[src/hw/pdl_pkg.sv]
`default_nettype none

package pdl_pkg;

	// System clock
	localparam int unsigned CLK_HZ            = 20_000_000;
	localparam int unsigned CLK_MHZ           = 20;

	// Outage limit: a shorter outage steps the level down
	localparam int unsigned OUTAGE_LIMIT_MS   = 1000;
	localparam int unsigned OUTAGE_CYCLES     = (CLK_HZ / 1000) * OUTAGE_LIMIT_MS;

	// Line-sense glitch filter, kept very short
	localparam int unsigned FILTER_TIME_NS    = 1000;
	localparam int unsigned FILTER_CYCLES     = (FILTER_TIME_NS * CLK_MHZ + 999) / 1000;

	// Fixed PWM frequency
	localparam int unsigned PWM_FREQ_HZ       = 20_000;
	localparam int unsigned PWM_PERIOD_CYCLES = CLK_HZ / PWM_FREQ_HZ;
	localparam int unsigned PWM_CNT_W         = 10;

	// Level encoding: 3 is brightest, 0 is dimmest
	localparam int unsigned LVL_W             = 2;
	typedef logic [LVL_W-1:0] pdl_level_t;
	localparam pdl_level_t  LVL_MAX           = 2'h3;
	localparam pdl_level_t  LVL_MIN           = 2'h0;
	localparam pdl_level_t  LVL_RESET         = LVL_MAX;

	// High time per level, in clock cycles out of the period
	localparam logic [3:0][PWM_CNT_W-1:0] DUTY_TBL = {
		10'h36b,
		10'h271,
		10'h177,
		10'h07d
	};

	// Non-volatile storage ports
	typedef struct packed {
		logic       valid;
		pdl_level_t level;
	} pdl_nv_rd_s;

	typedef struct packed {
		logic       stb;
		pdl_level_t level;
	} pdl_nv_wr_s;

	typedef enum logic [3:0] {
		ST_LOAD = 4'h1,
		ST_RUN  = 4'h2,
		ST_OUT  = 4'h4,
		ST_HOLD = 4'h8
	} pdl_state_e;

endpackage

`default_nettype wire

[src/hw/pdl_pwm.sv]
`timescale 1ns/1ps
`default_nettype none

module pdl_pwm #(
	parameter int unsigned PERIOD = pdl_pkg::PWM_PERIOD_CYCLES,
	parameter int unsigned CNT_W  = pdl_pkg::PWM_CNT_W
) (
	input  wire logic              clk,
	input  wire logic              arst_n,
	input  wire logic              run,
	input  wire pdl_pkg::pdl_level_t level,
	output logic                   pwm_out
);
	import pdl_pkg::*;

	localparam logic [CNT_W-1:0] LAST = CNT_W'(PERIOD - 1);

	logic [CNT_W-1:0] cnt_ff;
	logic [CNT_W-1:0] nxt_cnt;
	logic [CNT_W-1:0] duty_ff;
	logic [CNT_W-1:0] nxt_duty;
	logic             out_ff;
	logic             nxt_out;

	// Fixed period; new duty only at a period boundary to avoid runt pulses
	always_comb begin
		nxt_cnt  = cnt_ff;
		nxt_duty = duty_ff;
		nxt_out  = 1'b0;
		if (!run) begin
			// Park on the last count so the first period is full length
			nxt_cnt  = LAST; // RQ1
			nxt_duty = DUTY_TBL[level];
		end else begin
			if (cnt_ff == LAST) begin // RQ1
				nxt_cnt  = '0;
				nxt_duty = DUTY_TBL[level]; // RQ2
			end else begin
				nxt_cnt = cnt_ff + 1'b1;
			end
			nxt_out = (nxt_cnt < nxt_duty); // RQ1
		end
	end

	always_ff @(posedge clk or negedge arst_n) begin
		if (!arst_n) begin
			cnt_ff  <= '0;
			duty_ff <= '0;
			out_ff  <= 1'b0;
		end else begin
			cnt_ff  <= nxt_cnt;
			duty_ff <= nxt_duty;
			out_ff  <= nxt_out;
		end
	end

	assign pwm_out = out_ff;

endmodule

`default_nettype wire

[src/hw/pdl_level_controller.sv]
`timescale 1ns/1ps
`default_nettype none

// Contract
// RQ1: Output a fixed-frequency square wave with one of four duty cycles.
// RQ2: Brighter levels use larger duty cycles, giving higher filtered voltage.
// RQ3: Detect mains loss and return on line sense with very little delay.
// RQ4: Start an elapsed-time counter at the moment mains loss is seen.
// RQ5: Mains back before one second steps the level one lower.
// RQ6: Stepping down from the lowest level selects the highest level.
// RQ7: Outage longer than one second leaves the level unchanged.
// RQ8: Store level in non-volatile memory before supply fails; resume it at start.
// RQ9: Level is two bits; invalid stored value starts at highest level.
// RQ10: One-second limit counts clock cycles, set by a parameter.
module pdl_level_controller #(
	parameter int unsigned OUTAGE_CYCLES = pdl_pkg::OUTAGE_CYCLES,
	parameter int unsigned FILTER_CYCLES = pdl_pkg::FILTER_CYCLES,
	parameter int unsigned PWM_PERIOD    = pdl_pkg::PWM_PERIOD_CYCLES
) (
	input  wire logic                clk,
	input  wire logic                arst_n,
	input  wire logic                line_sense_input,
	input  wire pdl_pkg::pdl_nv_rd_s nv_rd,
	output pdl_pkg::pdl_nv_wr_s      nv_wr,
	output logic                     dim_square_wave_output,
	output pdl_pkg::pdl_level_t      level,
	output logic                     mains_ok,
	output logic                     outage_active
);
	import pdl_pkg::*;

	localparam int unsigned OUT_CNT_W = $clog2(OUTAGE_CYCLES + 1);
	localparam int unsigned FLT_CNT_W = $clog2(FILTER_CYCLES + 1);
	localparam logic [OUT_CNT_W-1:0] OUT_LIMIT = OUT_CNT_W'(OUTAGE_CYCLES);
	localparam logic [FLT_CNT_W-1:0] FLT_LAST  = FLT_CNT_W'(FILTER_CYCLES - 1);

	// Line-sense synchroniser
	logic sync1_ff;
	logic sync2_ff;

	always_ff @(posedge clk or negedge arst_n) begin
		if (!arst_n) begin
			sync1_ff <= 1'b0;
			sync2_ff <= 1'b0;
		end else begin
			sync1_ff <= line_sense_input;
			sync2_ff <= sync1_ff;
		end
	end

	// Short glitch filter and edge pulses
	logic [FLT_CNT_W-1:0] flt_cnt_ff;
	logic [FLT_CNT_W-1:0] nxt_flt_cnt;
	logic                 mains_ok_ff;
	logic                 nxt_mains_ok;
	logic                 loss_ff;
	logic                 nxt_loss;
	logic                 back_ff;
	logic                 nxt_back;

	always_comb begin
		nxt_flt_cnt  = '0;
		nxt_mains_ok = mains_ok_ff;
		nxt_loss     = 1'b0;
		nxt_back     = 1'b0;
		if (sync2_ff != mains_ok_ff) begin
			if (flt_cnt_ff >= FLT_LAST) begin // RQ3
				nxt_mains_ok = sync2_ff;
				nxt_loss     = mains_ok_ff;
				nxt_back     = sync2_ff;
			end else begin
				nxt_flt_cnt = flt_cnt_ff + 1'b1;
			end
		end
	end

	always_ff @(posedge clk or negedge arst_n) begin
		if (!arst_n) begin
			flt_cnt_ff  <= '0;
			mains_ok_ff <= 1'b0;
			loss_ff     <= 1'b0;
			back_ff     <= 1'b0;
		end else begin
			flt_cnt_ff  <= nxt_flt_cnt;
			mains_ok_ff <= nxt_mains_ok;
			loss_ff     <= nxt_loss;
			back_ff     <= nxt_back;
		end
	end

	// Level state machine
	pdl_state_e           state_ff;
	pdl_state_e           nxt_state;
	pdl_level_t           level_ff;
	pdl_level_t           nxt_level;
	logic [OUT_CNT_W-1:0] out_cnt_ff;
	logic [OUT_CNT_W-1:0] nxt_out_cnt;
	pdl_nv_wr_s           nv_wr_ff;
	pdl_nv_wr_s           nxt_nv_wr;
	logic                 run_ff;
	logic                 nxt_run;
	logic                 outage_ff;
	logic                 nxt_outage;

	always_comb begin
		nxt_state   = state_ff;
		nxt_level   = level_ff;
		nxt_out_cnt = out_cnt_ff;
		nxt_nv_wr   = '{stb: 1'b0, level: nv_wr_ff.level};
		nxt_run     = run_ff;
		nxt_outage  = 1'b0;
		case (state_ff)
			ST_LOAD: begin
				// Resume the stored level, or brightest if none is valid
				if (nv_rd.valid) begin
					nxt_level = nv_rd.level; // RQ8
				end else begin
					nxt_level = LVL_RESET; // RQ9
				end
				nxt_run   = 1'b1;
				nxt_state = ST_RUN;
			end
			ST_RUN: begin
				if (loss_ff) begin
					nxt_out_cnt = '0; // RQ4
					// Save while the hold-up capacitor still carries us
					nxt_nv_wr  = '{stb: 1'b1, level: level_ff}; // RQ8
					nxt_outage = 1'b1;
					nxt_state  = ST_OUT;
				end
			end
			ST_OUT: begin
				nxt_outage = 1'b1;
				if (back_ff && (out_cnt_ff < OUT_LIMIT)) begin // RQ5
					if (level_ff == LVL_MIN) begin
						nxt_level = LVL_MAX; // RQ6
					end else begin
						nxt_level = level_ff - 1'b1; // RQ5
					end
					nxt_nv_wr  = '{stb: 1'b1, level: nxt_level}; // RQ8
					nxt_outage = 1'b0;
					nxt_state  = ST_RUN;
				end else if (back_ff) begin
					// Return right on the limit counts as a long outage
					nxt_outage = 1'b0;
					nxt_state  = ST_RUN; // RQ7
				end else if (out_cnt_ff >= OUT_LIMIT) begin // RQ10
					nxt_state = ST_HOLD; // RQ7
				end else begin
					nxt_out_cnt = out_cnt_ff + 1'b1; // RQ4
				end
			end
			ST_HOLD: begin
				nxt_outage = 1'b1;
				if (back_ff) begin
					nxt_outage = 1'b0;
					nxt_state  = ST_RUN; // RQ7
				end
			end
			default: begin
				nxt_state = ST_LOAD;
				nxt_run   = 1'b0;
			end
		endcase
	end

	always_ff @(posedge clk or negedge arst_n) begin
		if (!arst_n) begin
			state_ff   <= ST_LOAD;
			level_ff   <= LVL_RESET;
			out_cnt_ff <= '0;
			nv_wr_ff   <= '{stb: 1'b0, level: LVL_RESET};
			run_ff     <= 1'b0;
			outage_ff  <= 1'b0;
		end else begin
			state_ff   <= nxt_state;
			level_ff   <= nxt_level;
			out_cnt_ff <= nxt_out_cnt;
			nv_wr_ff   <= nxt_nv_wr;
			run_ff     <= nxt_run;
			outage_ff  <= nxt_outage;
		end
	end

	pdl_pwm #(
		.PERIOD (PWM_PERIOD),
		.CNT_W  (PWM_CNT_W)
	) u_pwm ( // RQ1 RQ2
		.clk     (clk),
		.arst_n  (arst_n),
		.run     (run_ff),
		.level   (level_ff),
		.pwm_out (dim_square_wave_output)
	);

	assign nv_wr         = nv_wr_ff;
	assign level         = level_ff;
	assign mains_ok      = mains_ok_ff;
	assign outage_active = outage_ff;

endmodule

`default_nettype wire

[config.mk]
export PLATFORM = sky130hd
export DESIGN_NAME = pdl_level_controller
export DESIGN_NICKNAME = d
export VERILOG_FILES = /design/src/hw/pdl_pkg.sv /design/src/hw/pdl_pwm.sv /design/src/hw/pdl_level_controller.sv
export SDC_FILE = /design/constraint.sdc
export NUM_CORES = 1
export LEC_CHECK = 0
export BUFFER_PORTS_ARGS = -buffer_cell sky130_fd_sc_hd__buf_2
export CAP_MARGIN = 20
export CORE_AREA = 2 2 104 147
export DETAILED_ROUTE_END_ITERATION = 12
export DIE_AREA = 0 0 106 149
export PLACE_DENSITY_LB_ADDON = 0.08
export SETUP_SLACK_MARGIN = 0.4
export SKIP_CTS_REPAIR_TIMING = 1
export SLEW_MARGIN = 20
export SYNTH_ARGS = -nofsm -noshare
export SYNTH_HDL_FRONTEND = slang
export SYNTH_SLANG_ARGS = --single-unit
[constraint.sdc]
create_clock -name clk -period 8.8 [get_ports clk]
set_input_delay 1.76 -clock clk [delete_from_list [all_inputs] [get_ports clk]]
set_output_delay 1.76 -clock clk [all_outputs]
set_load 0.05 [all_outputs]
==> flow_summary.ini, run 1 <==
[floorplan]
core-area_sq_um = 14700
rows = 53
start_util_pct = 24.3
die_x_um = 106
die-area_sq_um = 15800
die_y_um = 149
num_io_pins = 14

[power_and_ir_drop]
ir_drop_uv = 76.0
switching_share_pct = 25.9
power.internal_mw = 0.595
clockPowerShare_pct = 43.0
p_per_area_nw_per_um2 = 195
p_seq_share_pct = 43.3
p_leak_nw = 1.84
switchingPower_mw = 0.208
power_mw = 0.803
comb_power_share_pct = 13.7

[cts]
clkSlewWorstSetupHoldPaths_ps = 60
htreeDepth = 3
clk_latency_ps = 330
cts_tree = done
cts_num_sinks = 67
cts_root_buffer = clkbuf_16
clock_path_buffers = 2
cts_buffers = 9

[grt]
grt_busiest_layer = met2
grt_max_degree = 68
grt_pass1_wl_mm = 14.8
grtUsageTotal_pct = 12.1
grt_pass1_vias = 2868
grt.met1_usage_pct = 13.4
grt_use_met3_pct = 2.10
gr-total-overflow = 0
globalRouteMet2Util_pct = 22.3
grt_antenna_before_repair = 0

[worst_setup_path]
r2r_end = u_pwm.pwm_out$_DFF_PN0_
cp.arrival_ps = 3230
rrSetupSlack_ps = 5810
r2r_start = u_pwm.cnt_ff[0]$_DFF_PN0_
crit_path_end_kind = flop
crit_path_start_kind = flop
r2r_cells = 11
cp_max_fo = 15
critical_path_required_ps = 9040
crit_type = flop to flop

[synth]
ys_types = 51
synth_cells = 369
synth_top_family_by_area = simple AND/OR/NAND/NOR gates
synth-adder-area-share_pct = 5.28
synthXorXnorAreaFrac_pct = 5.91
synth.largest_area_cell = dfrtp_1
synth-simple-area-share_pct = 25.5
synth_enable_flop_cells = 0
synth-seq-cells = 67
synthTopCellsByArea = dfrtp_1 44%, ha_1 5.3%, nor2_1 5.2%
synth_compound_area_share_pct = 10.7
synth_mux_area_share_pct = 2.60
synth_top_area_share_pct = 43.6
async_reset_ff_share_pct = 100
synth_area_sq_um = 3560
syn_area_per_cell_sq_um = 9.64
ys_seq_area_share_pct = 47.3
synth_ff_type = dfrtp_1
synth_nets = 390
synth_warnings = 0

[sta]
setup_violations = 0
finalHoldViolCount = 0
rsz0062_at_grt = false
fin_crit_sh_pct = 34.0
drv_slew = 0
fin_tns_setup_ps = 0
fin_skew_ps = 7.26
min_period_ps = 2990
max-slew-margin-rel_pct = 35.0
tightest_slew_ps = 975
max_freq_mhz = 334

[min_path]
hold_depth = 0
hp-start = sync1_ff$_DFF_PN0_
min_to = sync2_ff$_DFF_PN0_
hp-class = flop to flop

[route]
wirelength_mm = 8.76
drc = 0
wl_per_cell_um = 15.1
vias = 2698
ant_nets = 0
first_pass_iters = 4
post_drt_via_cell_ratio = 4.66
dr.first_iter.drc_count = 125

[cells_and_area]
final_cell_area_sq_um = 4120
stdcell_count = 579
regArea_sq_um = 1680
utilization_pct = 28.1
final_nets = 403
num-fill-cells = 1559
multiInputGateArea_sq_um = 1780
areaGrowthSynthToFinish_pct = 15.8
antenna_cells = 0
drive_above_1_share_pct = 12.7

[flow_run]
cap_violations = 0

[placement]
dpl.hpwl_mm = 6.06
gp_congestion = 0.819
placed_cells = 563
dpl_cell_area_sq_um = 3830
port_buffers = 13

[outcome]
status = finished, final reports clean
registers in the layout, indices dropped and copies added, names as in the netlist, 2 cells and up:
name,flops
level,2
out_cnt_ff,25
u_pwm.duty_ff,10
u_pwm.cnt_ff,10
nv_wr,3
state_ff,4
flt_cnt_ff,5
layout by cell type, fill, tap and decap left out, types with 9 or more instances in the layout:
| cell type | Yosys | routed |
|---|---|---|
| and3_1 | 9 | 9 |
| nand3_1 | 18 | 18 |
| clkbuf_16 | 0 | 9 |
| ha_1 | 15 | 15 |
| xnor2_1 | 18 | 18 |
| o21ai_0 | 15 | 15 |
| nor4_1 | 17 | 17 |
| dfrtp_1 | 62 | 62 |
| nor2_1 | 49 | 49 |
| buf_2 | 2 | 13 |
| nand2_1 | 32 | 32 |
| inv_1 | 10 | 10 |
| a21oi_1 | 17 | 17 |
critical path, stage by stage (launching register included):
cell and delay (ps):
dfrtp_1 390, ha_1 220, nand3_1 170, or4_1 780, nor2_1 180, a21oi_1 60
ha_1 310, a21o_1 180, a21o_1 170, a21oi_1 130, o21ai_0 100, a41oi_1 210
final cells by class:
cell class	count	share of cell area (%)
clock buffer	14	6.65
multi-input combinational	277	43.2
sequential	67	40.9
timing repair buffer	17	2.31
inverter	10	0.912
tap	192	5.83
clock inverter	2	0.243
worst max path at each step:
stage | from | to | slack, ps | cells after the start
after floorplan | u_pwm.cnt_ff[0]$_DFF_PN0_ | u_pwm.pwm_out$_DFF_PN0_ | 6030 | 13
after global placement | u_pwm.cnt_ff[0]$_DFF_PN0_ | u_pwm.pwm_out$_DFF_PN0_ | 5870 | 11
after detailed placement | u_pwm.cnt_ff[0]$_DFF_PN0_ | u_pwm.pwm_out$_DFF_PN0_ | 5800 | 11
after CTS | level[0]$_DFFE_PN1P_ | level[0] | 5770 | 1
after global routing | u_pwm.cnt_ff[0]$_DFF_PN0_ | u_pwm.pwm_out$_DFF_PN0_ | 5480 | 11
final | u_pwm.cnt_ff[0]$_DFF_PN0_ | u_pwm.pwm_out$_DFF_PN0_ | 5810 | 11
through the flow:
stage | setup WS (ps) | hold slack (ps)
floorplan | 6030 | 331
global placement | 5870 | 333
detailed placement | 5800 | 344
CTS | 5770 | 356
global route | 5480 | 366
finish | 5810 | 351
routing by layer:
metal	up-vias	wire length [um]
li1	1335	-
met3	6	125
met1	1339	3620
met4	0	140
met2	18	4870
met5	-	0
power groups by stage:
stage | registers (mW) | clock network, mW | logic (mW)
2_1_floorplan | 0.347 | 0 | 0.0849
3_3_place_gp | 0.354 | 0 | 0.110
3_5_place_dp | 0.353 | 0 | 0.111
4_1_cts | 0.348 | 0.361 | 0.113
5_1_grt | 0.351 | 0.371 | 0.128
6_report | 0.348 | 0.345 | 0.110
cell families (layout without fill, tap and decap cells):
kind of cell | after synthesis | after routing
AND/OR/NAND/NOR | 170 | 170
adder cells (fa/ha/maj) | 15 | 15
buffers and inverters | 25 | 43
flip-flops | 67 | 67
multiplexers | 9 | 9
AO/OA/AOI/OAI | 59 | 59
XOR/XNOR | 24 | 24
synth_stat cells (all sizes together) (4+ instances only):
| cell type | instances |
|---|---|
| and3 | 9 |
| a21o | 4 |
| nand3 | 18 |
| clkbuf | 13 |
| inv | 10 |
| dfstp | 5 |
| dfrtp | 62 |
| o21ai | 15 |
| mux2i | 7 |
| nand2b | 4 |
| or3 | 6 |
| nor4 | 17 |
| xnor2 | 18 |
| xor2 | 6 |
| ha | 15 |
| a21oi | 17 |
| nand2 | 33 |
| nor2 | 50 |
| and2 | 4 |
| nor3 | 7 |
| nand4 | 7 |
Note: power is estimated with default switching activity, not from simulation.
==> inputs of run 2 (changes only) <==
==> constraint.sdc (replaced) <==
create_clock -name clk -period 2.69 [get_ports clk]
set_input_delay 0.538 -clock clk [delete_from_list [all_inputs] [get_ports clk]]
set_output_delay 0.538 -clock clk [all_outputs]
set_load 0.05 [all_outputs]
==> flow_summary.ini, run 2 (synthesis results as in run 1) <==
[grt]
grt_pass1_vias = 2924
grt_busiest_layer = met2
grt_antenna_before_repair = 0
globalRouteMet2Util_pct = 22.9
gr-total-overflow = 0
grt_max_degree = 25
grtUsageTotal_pct = 12.5
grt.met1_usage_pct = 13.4
grt_use_met3_pct = 2.62
grt_pass1_wl_mm = 15.0

[cts]
clkSlewWorstSetupHoldPaths_ps = 60
cts_num_sinks = 67
htreeDepth = 3
clk_latency_ps = 330
cts_root_buffer = clkbuf_16
cts_tree = done
cts_buffers = 9
clock_path_buffers = 2

[sta]
setup_violations = 0
fin_tns_setup_ps = 0
fin_crit_sh_pct = 94.4
finalHoldViolCount = 0
drv_slew = 0
tightest_slew_ps = 554
rsz0062_at_grt = true
layout_setup_ws_ps = 151
fin_skew_ps = 10.2
max-slew-margin-rel_pct = 62.6
min_period_ps = 2540
max_freq_mhz = 394

[floorplan]
start_util_pct = 24.3
die_x_um = 106
die-area_sq_um = 15800
num_io_pins = 14
rows = 53
die_y_um = 149
core-area_sq_um = 14700

[route]
post_drt_via_cell_ratio = 4.66
dr.first_iter.drc_count = 90
drc = 0
first_pass_iters = 4
wl_per_cell_um = 15.1
ant_nets = 0
vias = 2800
wirelength_mm = 9.09

[power_and_ir_drop]
power_mw = 2.66
p_leak_nw = 1.95
ir_drop_uv = 252
p_per_area_nw_per_um2 = 609

[cells_and_area]
final_nets = 425
areaGrowthSynthToFinish_pct = 22.5
final_common_cell = dfrtp_1
reg_top3 = out_cnt_ff x25, u_pwm.cnt_ff x10, u_pwm.duty_ff x10
layout_common_cells = 62 x dfrtp_1, 47 x nor2_1, 32 x nand2_1
drive_above_1_share_pct = 19.3
num-fill-cells = 1538
largest_reg_flops = 25
antenna_cells = 0
regMostFlops = out_cnt_ff

[worst_setup_path]
rrSetupSlack_ps = 150
critical_path_required_ps = 2940
cp.arrival_ps = 2790
r2r_end = u_pwm.pwm_out$_DFF_PN0_
r2r_start = u_pwm.cnt_ff[0]$_DFF_PN0_
cp_max_fo = 15
cp_slowest_cell = or4_4
crit_type = flop to flop
r2r_cells = 9
cp_cell_sequence = ha_4, nand3_4, or4_4, buf_12, mux2i_1, ha_1, a21o_1, a211o_1, a41oi_2
crit_path_start_kind = flop
slowest_delay_ps = 440
crit_path_end_kind = flop

[placement]
dpl.hpwl_mm = 6.57
pre_cts_ws_ps = 127
port_buffers = 13
gp_congestion = 0.731

[min_path]
hp-class = input pin to asynchronous set/reset pin

[flow_run]
cap_violations = 0

[outcome]
status = finished, final reports clean
-- run 2: changes by cell type in the layout (fill, tap and decap cells not counted), moves of 2 or more --
cell      previous run  this run
nor4_1              17        13
nor4_2               0         4
nor2_2               0         2
nor2_1              49        47
clkbuf_1             2         5
clkinv_2             2         0
buf_4                4        24
-- run 2: worst max-delay path by stage --
stage / startpoint / cells after the start / endpoint / slack [ps]
6_report: u_pwm.cnt_ff[0]$_DFF_PN0_ / 9 / u_pwm.pwm_out$_DFF_PN0_ / 150
3_3_place_gp: u_pwm.cnt_ff[0]$_DFF_PN0_ / 12 / u_pwm.pwm_out$_DFF_PN0_ / 160
3_5_place_dp: u_pwm.cnt_ff[0]$_DFF_PN0_ / 12 / u_pwm.pwm_out$_DFF_PN0_ / 130
5_1_grt: u_pwm.cnt_ff[0]$_DFF_PN0_ / 12 / u_pwm.pwm_out$_DFF_PN0_ / 70
2_1_floorplan: u_pwm.cnt_ff[0]$_DFF_PN0_ / 13 / u_pwm.pwm_out$_DFF_PN0_ / 190
4_1_cts: u_pwm.cnt_ff[0]$_DFF_PN0_ / 12 / u_pwm.pwm_out$_DFF_PN0_ / 100
-- run 2: through the flow --
stage	instances	util (%)	hold slack [ps]	instance area, sq um
finish	601	29.7	183	4360
detailed placement	581	27.1	339	3980
floorplan	369	-	242	3580
global placement	581	27.1	339	3980
global route	601	29.7	219	4360
CTS	597	29.0	198	4250
-- run 2: layer usage --
metal	vias to the layer above	wire length, um
li1	1383	-
met1	1363	3650
met2	32	4940
met3	22	194
met4	0	300
met5	-	0
-- run 2: worst max-delay path: cells and delay by family, from the launching register on --
| family | cells | cell delay (ps) |
|---|---|---|
| buffers and inverters | 1 | 160 |
| and+or+nand+nor | 2 | 530 |
| DFF | 1 | 420 |
| adders and majority gates | 2 | 470 |
| muxes | 1 | 190 |
| AOI/OAI and AO/OA | 3 | 670 |
-- run 2: report_power, final --
part	total, mW	switching (mW)	internal (mW)	leakage [nW]
Combinational	0.433	0.215	0.218	0.978
Clock	1.09	0.414	0.676	0.131
Sequential	1.13	0.0485	1.08	0.843
Total	2.66	0.678	1.98	1.95
-- run 2: cell type report --
type / instances / area (sq um) / area share, %
multi-input combinational: 277 / 1850 / 42.4
clock buffer: 16 / 272 / 6.23
tap: 192 / 240 / 5.51
timing repair buffer: 39 / 277 / 6.35
sequential: 67 / 1680 / 38.6
inverter: 10 / 37.5 / 0.861
